$ cat config.mk
export PLATFORM = sky130hd
export DESIGN_NAME = rtc_trim_charge_flag
export DESIGN_NICKNAME = d
export VERILOG_FILES = /design/src/core/rtc_pkg.sv /design/src/core/rtc_trim_div.sv /design/src/core/rtc_trim_charge_flag.sv
export SDC_FILE = /design/constraint.sdc
export NUM_CORES = 1
export LEC_CHECK = 0
export BUFFER_PORTS_ARGS = -buffer_cell sky130_fd_sc_hd__clkbuf_2
export CAP_MARGIN = 20
export CORE_MARGIN = 4
export CORE_UTILIZATION = 50
export DETAILED_ROUTE_END_ITERATION = 6
export PLACE_DENSITY = 0.65
export SYNTH_ARGS = -nofsm -noshare
export SYNTH_HDL_FRONTEND = slang
export SYNTH_SLANG_ARGS = --single-unit
$ cat constraint.sdc
create_clock -name clk -period 3 [get_ports clk]
set_input_delay 0 -clock clk [delete_from_list [all_inputs] [get_ports clk]]
set_output_delay 0 -clock clk [all_outputs]
set_load 0.01 [all_outputs]
$ cat src/core/rtc_pkg.sv
// Purpose: Shared constants and types for the trim, charge and flag logic
// Assumes: 125 MHz system clock; oscillator and bus pins are asynchronous
// Notes:   Register offsets are the byte addresses seen over the two-wire bus
`default_nettype none

package rtc_pkg;
  localparam int CLK_PERIOD_NS = 8;
  // Oscillator counted as stopped after this long without a rising edge
  localparam int OSC_LOSS_NS = 100000;
  localparam int OSC_LOSS_CYC = (OSC_LOSS_NS + CLK_PERIOD_NS - 1) / CLK_PERIOD_NS;

  localparam logic [6:0] SLAVE_ADDR    = 7'h68;
  localparam logic [7:0] REG_SECONDS   = 8'h00;
  localparam logic [7:0] REG_CTRL      = 8'h07;
  localparam logic [7:0] REG_CHARGE    = 8'h08;
  localparam logic [7:0] REG_FLAG      = 8'h09;
  localparam logic [7:0] REG_ZERO      = 8'h00;
  localparam int         OSC_STOP_BIT  = 7;
  localparam int         OSF_BIT       = 7;
  localparam logic [7:0] CTRL_RESET    = 8'h80;
  localparam logic [7:0] CHARGE_RESET  = 8'h00;
  localparam logic [3:0] CHARGE_UNLOCK = 4'ha;
  localparam logic [1:0] DIODE_NONE    = 2'h1;
  localparam logic [1:0] DIODE_ONE     = 2'h2;
  localparam logic [1:0] RES_OFF       = 2'h0;
  localparam logic [2:0] BIT_LAST      = 3'h7;

  // Divider chain: /256 prescaler, then 128 steps per second
  localparam logic [7:0] PRESCALE_LAST = 8'hff;
  localparam logic [7:0] BLANK_CYCLES  = 8'h80;
  localparam logic [7:0] STEP_NORMAL   = 8'h01;
  localparam logic [7:0] STEP_INSERT   = 8'h02;
  localparam logic [5:0] SEC_LAST      = 6'h3b;
  localparam logic [5:0] MIN_LAST      = 6'h3f;
  localparam int         SQ_BIT        = 5;

  typedef enum logic [2:0] {
    ST_IDLE = 3'h0,
    ST_ADDR = 3'h1,
    ST_WORD = 3'h2,
    ST_WDAT = 3'h3,
    ST_RDAT = 3'h4,
    ST_SACK = 3'h5,
    ST_MACK = 3'h6
  } rtc_state_t;

  typedef struct packed {
    logic       out_level;
    logic       frequency_test_enable;
    logic       trim_pos;
    logic [4:0] trim_magnitude;
  } rtc_ctrl_t;

  typedef struct packed {
    logic [3:0] charge_unlock_pattern;
    logic [1:0] diode_choice;
    logic [1:0] series_resistor_choice;
  } rtc_charge_t;
endpackage

`default_nettype wire

$ cat src/core/rtc_trim_div.sv
// Purpose: Oscillator divider chain with digital rate trim
// Assumes: tick is one clk pulse per rising edge of the running oscillator
// Notes:   Square output taps the raw count, so trim never reaches it
`default_nettype none

module rtc_trim_div
  import rtc_pkg::*;
(
  input  wire logic       clk,
  input  wire logic       rst_b,
  input  wire logic       clr,
  input  wire logic       tick,
  input  wire logic       trim_pos,
  input  wire logic [4:0] trim_magnitude,
  output logic            sec_tick,
  output logic            sq_out
);
  logic [5:0] raw_r;
  logic [7:0] lo_r;
  logic [6:0] hi_r;
  logic [7:0] blank_r;
  logic [5:0] sec_r;
  logic [5:0] min_r;
  logic       done_r;
  logic       sec_r_tick;

  logic       win;
  logic       carry;
  logic       fix;
  logic [7:0] step;
  logic [7:0] hi_sum;
  logic       wrap;

  // at most 62 of 64 minutes
  assign win    = (sec_r == REG_ZERO[5:0]) && (min_r < {trim_magnitude, 1'b0});
  // correction acts at the /256 stage
  assign carry  = tick && (blank_r == REG_ZERO) && (lo_r == PRESCALE_LAST);
  assign fix    = carry && win && !done_r;
  // insert 256 counts by a double step
  assign step   = (fix && trim_pos) ? STEP_INSERT : STEP_NORMAL;
  assign hi_sum = {1'b0, hi_r} + step;
  assign wrap   = carry && hi_sum[7];

  always_ff @(posedge clk)
  begin
    if (!rst_b || clr)
    begin
      raw_r   <= '0;
      lo_r    <= '0;
      hi_r    <= '0;
      blank_r <= '0;
      sec_r   <= '0;
      min_r   <= '0;
      done_r  <= 1'b0;
      sec_r_tick <= 1'b0;
    end
    else
    begin
      sec_r_tick <= wrap;
      if (tick)
        raw_r <= raw_r + 6'h1;
      // blank 128 counts on slow trim
      if (tick && blank_r != REG_ZERO)
        blank_r <= blank_r - STEP_NORMAL;
      else if (fix && !trim_pos)
        blank_r <= BLANK_CYCLES;
      if (tick && blank_r == REG_ZERO)
        lo_r <= lo_r + STEP_NORMAL;
      if (carry)
        hi_r <= hi_sum[6:0];
      if (fix)
        done_r <= 1'b1;
      // minute count follows the second roll
      if (wrap)
      begin
        done_r <= 1'b0;
        sec_r  <= (sec_r == SEC_LAST) ? 6'h0 : sec_r + 6'h1;
        if (sec_r == SEC_LAST)
          min_r <= (min_r == MIN_LAST) ? 6'h0 : min_r + 6'h1;
      end
    end
  end

  assign sec_tick = sec_r_tick;
  // square tap ahead of any trim
  assign sq_out   = raw_r[SQ_BIT];
endmodule

`default_nettype wire

$ cat src/core/rtc_trim_charge_flag.sv
// Purpose: Charge select, halt flag, rate trim and two-wire slave access
// Assumes: scl, sda and oscillator pins arrive asynchronously to clk
// Notes:   Timekeeping counters stay outside; their offsets read as zero, bar seconds bit seven
`default_nettype none

// Overview of operation
// - Charging only with upper select bits exactly 1010.
// - Charge register clears to zero at reset, path off.
// - Diode bits 01 no diode, 10 one diode, others off.
// - Resistor bits 01 small, 10 middle, 11 large, 00 off.
// - Halt flag sets when oscillator goes from running to stopped.
// - Writing oscillator disable stops it and sets the halt flag.
// - Halt flag holds until written zero; writing one does nothing.
// - Flag bits six to zero read zero, writes ignored.
// - Trim adds or removes counts at the divide-by-256 stage.
// - Five-bit magnitude with sign bit five, one speeds up.
// - Sixty-four minute cycle, only first 62 minutes corrected.
// - Slow trim blanks 128 counts, fast trim inserts 256.
// - Corrected minutes equal twice the magnitude.
// - Trim never changes the test square frequency.
// - Any control write restarts the divider chain.
// - Pure bus slave; master owns clock, START and STOP.
// - Works at bus clocks up to 100 and 400 kHz.
// - START is data falling while clock high.
// - STOP is data rising while clock high.
// - Data steady while clock high, one bit per pulse.
// - Any number of bytes between START and STOP.
// - Seconds bit seven stops the oscillator, resets to zero.
// - Test pin toggles at 512 Hz or follows the level bit.
module rtc_trim_charge_flag
  import rtc_pkg::*;
#(
  parameter int OSC_LOSS_LIMIT = OSC_LOSS_CYC
)
(
  input  wire logic       clk,
  input  wire logic       rst_b,
  input  wire logic       scl_in,
  input  wire logic       sda_in,
  output logic            sda_out,
  output logic            sda_oe,
  input  wire logic       osc_in,
  output logic            charge_enable,
  output logic            charge_no_diode,
  output logic            charge_one_diode,
  output logic [1:0]      series_resistor_choice,
  output logic            test_square_pin,
  output logic            sec_tick
);
  localparam int PIN_SDA = 0;
  localparam int PIN_SCL = 1;
  localparam int PIN_OSC = 2;

  logic [2:0]  pin_s0_r;
  logic [2:0]  pin_s1_r;
  logic [2:0]  pin_s2_r;
  logic [2:0]  lvl_r;
  logic [2:0]  lvl_nxt;

  rtc_state_t  st_r;
  rtc_state_t  st_nxt;
  rtc_state_t  ret_r;
  rtc_state_t  ret_nxt;
  logic [7:0]  sr_r;
  logic [7:0]  sr_nxt;
  logic [2:0]  cnt_r;
  logic [2:0]  cnt_nxt;
  logic        done_r;
  logic        done_nxt;
  logic [7:0]  ptr_r;
  logic [7:0]  ptr_nxt;
  logic        wr_stb;
  logic        sda_oe_r;
  logic        sda_oe_nxt;

  rtc_ctrl_t   ctrl_r;
  rtc_charge_t charge_r;
  logic        oscillator_disable_r;
  logic        osc_halt_flag_r;
  logic        running_r;
  logic [15:0] wd_r;
  logic        test_pin_r;

  logic        scl_rise;
  logic        scl_fall;
  logic        scl_high;
  logic        start_ev;
  logic        stop_ev;
  logic        osc_rise;
  logic        running;
  logic        run_fall;
  logic        flag_clr;
  logic        div_clr;
  logic        sq_raw;
  logic [7:0]  rd_data;
  logic        unlock_ok;
  logic        diode_ok;

  function automatic logic at(input logic [7:0] ptr, input logic [7:0] addr);
    at = (ptr == addr);
  endfunction

  // Pointer wraps after control and after flag
  function automatic logic [7:0] ptr_inc(input logic [7:0] ptr);
    ptr_inc = (at(ptr, REG_CTRL) || at(ptr, REG_FLAG)) ? REG_ZERO : ptr + 8'h01;
  endfunction

  // Three-flop filter, far faster than 400 kHz bus edges
  assign lvl_nxt  = (pin_s1_r & pin_s2_r) | (lvl_r & (pin_s1_r ^ pin_s2_r));
  assign scl_rise = lvl_nxt[PIN_SCL] && !lvl_r[PIN_SCL];
  assign scl_fall = !lvl_nxt[PIN_SCL] && lvl_r[PIN_SCL];
  assign scl_high = lvl_nxt[PIN_SCL] && lvl_r[PIN_SCL];
  assign start_ev = scl_high && !lvl_nxt[PIN_SDA] && lvl_r[PIN_SDA];
  assign stop_ev  = scl_high && lvl_nxt[PIN_SDA] && !lvl_r[PIN_SDA];
  assign osc_rise = lvl_nxt[PIN_OSC] && !lvl_r[PIN_OSC];

  assign rd_data =
    at(ptr_r, REG_SECONDS) ? {oscillator_disable_r, 7'h00} :
    at(ptr_r, REG_CTRL)    ? ctrl_r :
    at(ptr_r, REG_CHARGE)  ? charge_r :
    at(ptr_r, REG_FLAG)    ? {osc_halt_flag_r, 7'h00} : REG_ZERO;

  always_comb
  begin
    st_nxt   = st_r;
    ret_nxt  = ret_r;
    sr_nxt   = sr_r;
    cnt_nxt  = cnt_r;
    done_nxt = done_r;
    ptr_nxt  = ptr_r;
    wr_stb   = 1'b0;
    // every step is paced by the master's edges
    if (stop_ev)
      st_nxt = ST_IDLE;
    else if (start_ev)
    begin
      // a START from any state restarts framing
      st_nxt   = ST_ADDR;
      cnt_nxt  = '0;
      done_nxt = 1'b0;
    end
    else if (scl_rise)
    begin
      // bits sampled on the clock rise
      case (st_r)
        ST_ADDR, ST_WORD, ST_WDAT:
        begin
          sr_nxt   = {sr_r[6:0], lvl_r[PIN_SDA]};
          cnt_nxt  = cnt_r + 3'h1;
          done_nxt = (cnt_r == BIT_LAST);
        end
        ST_RDAT:
        begin
          cnt_nxt  = cnt_r + 3'h1;
          done_nxt = (cnt_r == BIT_LAST);
        end
        ST_MACK:
          if (lvl_r[PIN_SDA])
            st_nxt = ST_IDLE;
        default:
          st_nxt = st_r;
      endcase
    end
    else if (scl_fall)
    begin
      case (st_r)
        ST_ADDR:
          if (done_r)
          begin
            done_nxt = 1'b0;
            st_nxt   = (sr_r[7:1] == SLAVE_ADDR) ? ST_SACK : ST_IDLE;
            ret_nxt  = sr_r[0] ? ST_RDAT : ST_WORD;
          end
        ST_WORD:
          if (done_r)
          begin
            done_nxt = 1'b0;
            ptr_nxt  = sr_r;
            st_nxt   = ST_SACK;
            ret_nxt  = ST_WDAT;
          end
        ST_WDAT:
          if (done_r)
          begin
            // no byte limit, pointer just wraps
            done_nxt = 1'b0;
            wr_stb   = 1'b1;
            ptr_nxt  = ptr_inc(ptr_r);
            st_nxt   = ST_SACK;
            ret_nxt  = ST_WDAT;
          end
        ST_SACK:
        begin
          st_nxt  = ret_r;
          cnt_nxt = '0;
          sr_nxt  = (ret_r == ST_RDAT) ? rd_data : sr_r;
        end
        ST_RDAT:
          if (done_r)
          begin
            done_nxt = 1'b0;
            ptr_nxt  = ptr_inc(ptr_r);
            st_nxt   = ST_MACK;
          end
          else
            sr_nxt = {sr_r[6:0], 1'b0};
        ST_MACK:
        begin
          st_nxt  = ST_RDAT;
          cnt_nxt = '0;
          sr_nxt  = rd_data;
        end
        default:
          st_nxt = st_r;
      endcase
    end
  end

  // drive changes only follow a clock fall, a START or a STOP
  assign sda_oe_nxt = (st_nxt == ST_SACK) || (st_nxt == ST_RDAT && !sr_nxt[7]);

  always_ff @(posedge clk)
  begin
    pin_s0_r <= {osc_in, scl_in, sda_in};
    pin_s1_r <= pin_s0_r;
    pin_s2_r <= pin_s1_r;
    if (!rst_b)
    begin
      lvl_r    <= 3'h3;
      st_r     <= ST_IDLE;
      ret_r    <= ST_IDLE;
      sr_r     <= '0;
      cnt_r    <= '0;
      done_r   <= 1'b0;
      ptr_r    <= REG_ZERO;
      sda_oe_r <= 1'b0;
    end
    else
    begin
      lvl_r    <= lvl_nxt;
      st_r     <= st_nxt;
      ret_r    <= ret_nxt;
      sr_r     <= sr_nxt;
      cnt_r    <= cnt_nxt;
      done_r   <= done_nxt;
      ptr_r    <= ptr_nxt;
      sda_oe_r <= sda_oe_nxt;
    end
  end

  // Register writes land on the clock fall ending the eighth data bit
  // only a written zero clears the flag
  assign flag_clr = wr_stb && at(ptr_r, REG_FLAG) && !sr_r[OSF_BIT];
  // control or seconds write restarts the chain
  assign div_clr  = wr_stb && (at(ptr_r, REG_CTRL) || at(ptr_r, REG_SECONDS));

  // disable bit counts as a stop
  assign running  = !oscillator_disable_r && (wd_r < 16'(OSC_LOSS_LIMIT));
  // flag is edge triggered on run to stop
  assign run_fall = running_r && !running;

  always_ff @(posedge clk)
  begin
    if (!rst_b)
    begin
      charge_r             <= CHARGE_RESET;
      ctrl_r               <= CTRL_RESET;
      oscillator_disable_r <= 1'b0;
      // first power-up counts as a stop
      osc_halt_flag_r      <= 1'b1;
      running_r            <= 1'b0;
      wd_r                 <= '0;
      test_pin_r           <= CTRL_RESET[7];
    end
    else
    begin
      running_r <= running;
      wd_r      <= osc_rise ? 16'h0 : (running ? wd_r + 16'h1 : wd_r);
      // 512 Hz square or the level bit
      test_pin_r <= ctrl_r.frequency_test_enable ? sq_raw : ctrl_r.out_level;
      // set wins over a same-cycle clear
      osc_halt_flag_r <= run_fall || (osc_halt_flag_r && !flag_clr);
      if (wr_stb && at(ptr_r, REG_CHARGE))
        charge_r <= sr_r;
      // sign and magnitude stored as written
      if (wr_stb && at(ptr_r, REG_CTRL))
        ctrl_r <= sr_r;
      // seconds bit seven stops the oscillator
      if (wr_stb && at(ptr_r, REG_SECONDS))
        oscillator_disable_r <= sr_r[OSC_STOP_BIT];
    end
  end

  rtc_trim_div u_div (
    .clk            (clk),
    .rst_b          (rst_b),
    .clr            (div_clr),
    .tick           (osc_rise && !oscillator_disable_r),
    .trim_pos       (ctrl_r.trim_pos),
    .trim_magnitude (ctrl_r.trim_magnitude),
    .sec_tick       (sec_tick),
    .sq_out         (sq_raw)
  );

  assign unlock_ok = (charge_r.charge_unlock_pattern == CHARGE_UNLOCK);
  // only 01 and 10 are legal diode codes
  assign diode_ok  = (charge_r.diode_choice == DIODE_NONE) ||
                     (charge_r.diode_choice == DIODE_ONE);
  // any disabling code forces all outputs off
  assign charge_enable          = unlock_ok && diode_ok &&
                                  (charge_r.series_resistor_choice != RES_OFF);
  assign charge_no_diode        = charge_enable && (charge_r.diode_choice == DIODE_NONE);
  assign charge_one_diode       = charge_enable && (charge_r.diode_choice == DIODE_ONE);
  assign series_resistor_choice = charge_enable ? charge_r.series_resistor_choice : RES_OFF;

  assign sda_out         = 1'b0;
  assign sda_oe          = sda_oe_r;
  assign test_square_pin = test_pin_r;
endmodule

`default_nettype wire

# ---- Word level (Yosys, flattened, before mapping)
# Index checks and enable logic that the tools add are counted.
dict set report totals {
  ff_bits 118
  in_bits 5
  out_inout_bits 9
  elab_cells 210
}
dict set report classes {
  addsub 9
  n_lt_le_gt_ge 2
  eq_ne 29
  mux 54
  bitwise 8
  n_reduce_logical 76
}
# op n
set ops {}
lappend ops {{$mux W8} 16}
lappend ops {{$mux W3} 18}
lappend ops {{$logic_and A1 B1 Y1} 32}
lappend ops {{$pmux W8 S3} 1}
lappend ops {{$eq A3 B3 Y1 const B} 7}
lappend ops {{$reduce_and A7 Y1} 3}
lappend ops {{$add A6 B1 Y6 const B} 3}
lappend ops {{$add A16 B1 Y16 const B} 1}
lappend ops {{$add A8 B1 Y8 const B} 2}
lappend ops {{$eq A8 B4 Y1 const B} 2}
lappend ops {{$logic_not A8 Y1} 2}
lappend ops {{$lt A16 B14 Y1 const B} 1}
lappend ops {{$pmux W8 S2} 1}
lappend ops {{$pmux W3 S5} 1}
lappend ops {{$logic_not A1 Y1} 13}
lappend ops {{$eq A6 B6 Y1 const B} 2}
lappend ops {{$mux W1} 12}
lappend ops {{$mux W6} 2}
lappend ops {{$reduce_bool A2 Y1} 5}
lappend ops {{$reduce_or A2 Y1} 5}
lappend ops {{$add A7 B8 Y8} 1}
lappend ops {{$eq A8 B3 Y1 const B} 1}
lappend ops {{$eq A8 B8 Y1 const B} 1}
lappend ops {{$reduce_and A4 Y1} 2}
lappend ops {{27 further kinds} 44}

# ---- Longest topological paths before layout
dict set report logic_depth {
  word_depth 14
  ltp_mapped 14
  ltp_nobuf 13
}

# ---- By module
# From an unflattened synthesis, not the netlist that was laid out.
dict set report hier_totals {
  cells_unflattened 692
  area_unflattened_um2 5990.7
}
# module instances cells_each area_each_um2 seq_area_each_um2
set modules_own_cells {}
lappend modules_own_cells {rtc_trim_charge_flag 1 439 3792.4 1501.4}
lappend modules_own_cells {rtc_trim_div 1 253 2198.4 860.8}

# ---- Worst setup path before layout
# OpenSTA, ideal clock, no wires.
dict set report synth_timing {
  path_kind {register -> register}
  startpoint {register pin_s1_r[2]}
  endpoint {register u_div.sec_r[4]}
  setup_time_ns 0.068
  t_arrival_ns 3.138
  t_required_ns 2.932
  setup_slack_ns -0.206
  path_stages_with_launch 14
  n_path_buf 2
  period_less_slack_ns 3.206
  cell_sequence {dfxtp_1 > ha_1 > or3b_1 > buf_2 > or3_4 > nor2_1 > nand4_1 > inv_1 > ha_1 > a21oi_1 > or4_4 > buf_6 > or4_4 > a21oi_2}
}
dict set report synth_between {
  elab_chain_cells 13
  elab_cells_between_ends 14
  classes_between {add/sub: 1; mux: 1; bitwise: 4; reduce/logical: 8}
}
# element line_no
set synth_lines {}
lappend synth_lines {{start: declaration} rtc_trim_charge_flag.sv:55} ;# logic [2:0] pin_s1_r;
lappend synth_lines {{start signal: assignment} rtc_trim_charge_flag.sv:225} ;# pin_s1_r <= pin_s0_r;
lappend synth_lines {{$xor A3 B3 Y3} rtc_trim_charge_flag.sv:109} ;# assign lvl_nxt = (pin_s1_r & pin_s2_r) | (lvl_r & (pin_s1_r ^ pin_s2_r));
lappend synth_lines {{$and A3 B3 Y3} rtc_trim_charge_flag.sv:109}
lappend synth_lines {{$or A3 B3 Y3 (*)} rtc_trim_charge_flag.sv:109}
lappend synth_lines {{$logic_and A1 B1 Y1 (*)} rtc_trim_charge_flag.sv:115} ;# assign osc_rise = lvl_nxt[PIN_OSC] && !lvl_r[PIN_OSC];
lappend synth_lines {{$logic_and A1 B1 Y1 (*)} rtc_trim_charge_flag.sv:298} ;# .tick (osc_rise && !oscillator_disable_r),
lappend synth_lines {{$logic_and A1 B1 Y1 (*) (2 in series)} rtc_trim_div.sv:37} ;# assign carry = tick && (blank_r == REG_ZERO) && (lo_r == PRESCALE_LAST);
lappend synth_lines {{$logic_and A1 B1 Y1 (2 in series)} rtc_trim_div.sv:38} ;# assign fix = carry && win && !done_r;
lappend synth_lines {{$logic_and A1 B1 Y1} rtc_trim_div.sv:40} ;# assign step = (fix && trim_pos) ? STEP_INSERT : STEP_NORMAL;
lappend synth_lines {{$mux W2} rtc_trim_div.sv:40}
lappend synth_lines {{$add A7 B8 Y8} rtc_trim_div.sv:41} ;# assign hi_sum = {1'b0, hi_r} + step;
lappend synth_lines {{$logic_and A1 B1 Y1 (*)} rtc_trim_div.sv:42} ;# assign wrap = carry && hi_sum[7];
lappend synth_lines {{end signal: assignment} rtc_trim_div.sv:77} ;# sec_r <= (sec_r == SEC_LAST) ? 6'h0 : sec_r + 6'h1;
lappend synth_lines {{end: declaration} rtc_trim_div.sv:22} ;# logic [5:0] sec_r;
# Every way passes the cells marked *; elsewhere a longest branch is shown, timed or not.
# A chain may end at the register's enable or synchronous reset.

# ---- Worst setup path after layout
dict set report layout_timing {
  startpoint {register pin_s2_r[2]}
  endpoint {register u_div.sec_r[2]}
}
dict set report layout_between {
  elab_chain_cells 13
  elab_cells_between_ends 14
  classes_between {add/sub: 1; mux: 1; bitwise: 4; reduce/logical: 8}
}
# element line_no
set layout_lines {}
lappend layout_lines {{start: declaration} rtc_trim_charge_flag.sv:56} ;# logic [2:0] pin_s2_r;
lappend layout_lines {{start signal: assignment} rtc_trim_charge_flag.sv:226} ;# pin_s2_r <= pin_s1_r;
lappend layout_lines {{$xor A3 B3 Y3} rtc_trim_charge_flag.sv:109}
lappend layout_lines {{$and A3 B3 Y3} rtc_trim_charge_flag.sv:109}
lappend layout_lines {{$or A3 B3 Y3 (*)} rtc_trim_charge_flag.sv:109}
lappend layout_lines {{$logic_and A1 B1 Y1 (*)} rtc_trim_charge_flag.sv:115}
lappend layout_lines {{$logic_and A1 B1 Y1 (*)} rtc_trim_charge_flag.sv:298}
lappend layout_lines {{$logic_and A1 B1 Y1 (*) (2 in series)} rtc_trim_div.sv:37}
lappend layout_lines {{$logic_and A1 B1 Y1 (2 in series)} rtc_trim_div.sv:38}
lappend layout_lines {{$logic_and A1 B1 Y1} rtc_trim_div.sv:40}
lappend layout_lines {{$mux W2} rtc_trim_div.sv:40}
lappend layout_lines {{$add A7 B8 Y8} rtc_trim_div.sv:41}
lappend layout_lines {{$logic_and A1 B1 Y1 (*)} rtc_trim_div.sv:42}
# Marked as above.

==> results.ini <==
[status]
status=finished, violations left
violations=negative setup slack

[synthesis]
synth_flop_cell=dfxtp_1
async_flop_share_pct=0
netlist_instances=686
synth_area_um2=5820
synth_area_leader_cell=dfxtp_1
synth.distinct_cells=69
yosysSeqAreaShare_pct=40.6
yosysWarnings=0
synth-seq-cells=118
synth_top_area_share_pct=40.6
yosys-top-cells-area=dfxtp_1 (41%), nor2_1 (5.5%), ha_1 (5.2%)
syn_avg_cell_area_um2=8.49
syn_nets=716
synth_edf_count=0

[clock_network]
clk_path_buf_depth=2
cts_sinks=118
clkTransAtPathRegs_ns=0.06
cts_tree=built
root_buffer=clkbuf_16
clk_latency_ns=0.43
h-tree-depth=4
numCtsBuffers=17

[worst_setup_path]
start_kind=flip-flop
endpoint_kind=flip-flop
worst_path_max_delay_cell=or4_4
crit_type=reg2reg
cp_max_fo=8
worst_ep_arrival_time_ns=3.39
cp.required_ns=3.37
crit_path_cell_trace=ha_4 > or3b_4 > or3_4 > nor2_4 > nand4_1 > inv_2 > ha_4 > a21oi_2 > or4_4 > or4_4 > a21oi_2
cpPeakStageDelay_ns=0.59

[sta]
setup_viol=1
timing.final.crit_share_pct=100
period_minus_slack_ns=3.01
finalWorstSetupSlack_ns=-0.0136
fin_tns_setup_ns=-0.0136
max_freq_mhz=332
rsz0062_at_grt=yes
drv_slew=0
hold_viol=0
tightestPinTransition_ns=0.771
skew_ns=0.0103
maxSlewHeadroom_pct=48.6

[routing]
vias=4951
drc_errors=0
dr.pass1.iters=4
wirelength_um=12800
drt_iter0_drc=352
via_per_inst=5.63
antenna_left=0
wl_per_cell_um=14.5

[floorplan]
initial_core_util_pct=51.0
design.die.area_um2=13400
ioPinCount=14
core_um2=11400
fp.dieH_um=116
die_w_um=116
rows=39

[hold_path]
hold_class=in2reg

[grt]
antenna_found_initial=0
track_usage_pct=20.7
grt_pass1_vias=4747
grt_first_pass_wirelength_um=22300
grt_overflow=0
grt_max_degree=38

[flow_run]
drv_cap=0

[power_and_ir_drop]
p_leak_nw=2.44
powerDensity_nw_per_um2=546
ir_drop_uv=487

[cells_and_area]
area_growth_pct=18.0
layout_commonest_cell=dfxtp_1
seq_area_um2=2370
final_area_um2=6870
nNetsFinal=754
drive_gt1_share_pct=14.4
fillers=1020
final_cell_mix=dfxtp_1 (115), nor2_1 (84), nand2_1 (61)
final_core_util_pct=60.2
final_cells=880
antennaDiodeCount=0
multiInputGateArea_um2=3290

[placement]
post-place-ws_ns=0.0315
io_buffers=12
hpwl_um=9050
dpl_cell_area_um2=6210
gp_congestion=0.856
place_inst=843

[where the power goes]
group / internal (W) / switching, W / leakage [nW]
registers: 0.00159 / 0.0000218 / 0.956
clock network: 0.00125 / 0.000765 / 0.279
logic: 0.0000546 / 0.0000732 / 1.21
total: 0.00289 / 0.000860 / 2.44
[layout make-up]
type,instances,share of cell area (%)
clock buffer,18,6.39
multi-input combinational,513,47.9
clock inverter,14,2.22
tap,143,2.60
inverter,25,1.37
timing repair buffer,49,5.06
sequential,118,34.4
[timing repair]
action / CTS / global route
buffers inserted: 0 / 1
hold endpoints to repair: 6 / 0
hold buffers: 4 / 0
gates resized for setup: 0 / 7
endpoints found under the setup margin: 0 / 8
[cells in the mapped netlist (3+ instances only)]
cell / instances
nor3b_1: 7
nand4b_1: 4
and4_1: 3
a21o_1: 6
mux2i_1: 19
a21oi_2: 3
nand2_1: 61
o21ai_0: 26
a211o_1: 4
nand3b_1: 5
or4_1: 4
a221oi_1: 4
inv_1: 24
a21oi_1: 43
a211oi_1: 3
nor2b_1: 8
a2bb2oi_1: 5
or4_4: 4
nor3_1: 18
nand4bb_1: 3
a22oi_1: 7
nor4_1: 12
ha_1: 24
clkbuf_1: 23
and2_1: 6
dfxtp_1: 118
nand2b_1: 11
nand3_1: 29
nor2_1: 85
nor4b_1: 4
buf_1: 3
xnor2_1: 21
o211ai_1: 5
xor2_1: 13
and3_1: 7
a31oi_1: 8
or3_1: 9
nand4_1: 7
[per-stage QoR]
step           power, W  hold WS (ns)
2_1_floorplan   0.00173        0.0277
3_5_place_dp    0.00176         0.107
6_report        0.00375         0.215
3_3_place_gp    0.00176         0.103
4_1_cts         0.00379         0.191
5_1_grt         0.00389         0.206
[flip-flops by register name, summed over array words and instances (netlist names), 6 cells and up]
name and flops:
wd_r 16, charge_r 8, ctrl_r 8, ptr_r 8
sr_r 8, u_div.blank_r 8, u_div.lo_r 8, u_div.hi_r 7
u_div.min_r 6, u_div.raw_r 6, u_div.sec_r 6
[routing by layer]
| layer | wire length (um) | track usage (%) | part of all wire [%] | vias to the layer above |
|---|---|---|---|---|
| li1 | - | - | - | 2521 |
| met1 | 6260 | 28.0 | 49 | 2334 |
| met2 | 5800 | 30.8 | 45 | 81 |
| met4 | 204 | 8.04 | 1.6 | 0 |
| met5 | 0 | 0 | 0 | - |
| met3 | 522 | 6.74 | 4.1 | 15 |
[cells by family after synthesis]
family | Yosys count | share of synthesized area (%)
AO/OA/AOI/OAI | 136 | 15.0
XOR/XNOR | 34 | 5.12
adder cells (fa/ha/maj) | 25 | 5.50
buffers and inverters | 55 | 3.78
flip-flops | 118 | 40.6
multiplexers | 20 | 3.46
other | 1 | 0.0644
AND/OR/NAND/NOR | 297 | 26.5
[critical path: cells and delay by family, from the launching register on]
family,cells,cell delay (ns)
DFF,1,0.34
buffers and inverters,1,0.10
adders and majority gates,2,0.26
AOI/OAI and AO/OA,2,0.18
and+or+nand+nor,6,2.08
[final timing paths]
check              start        endpoint  slack (ns)  depth (start not counted)
max          pin_s2_r[2]  u_div.sec_r[2]       -0.01                         11
min               sda_in     pin_s0_r[0]        0.22                          2
max reg2reg  pin_s2_r[2]  u_div.sec_r[2]       -0.01                         11
min reg2reg  pin_s0_r[2]     pin_s1_r[2]        0.33                          0
Note: power is estimated with default switching activity, not from simulation.
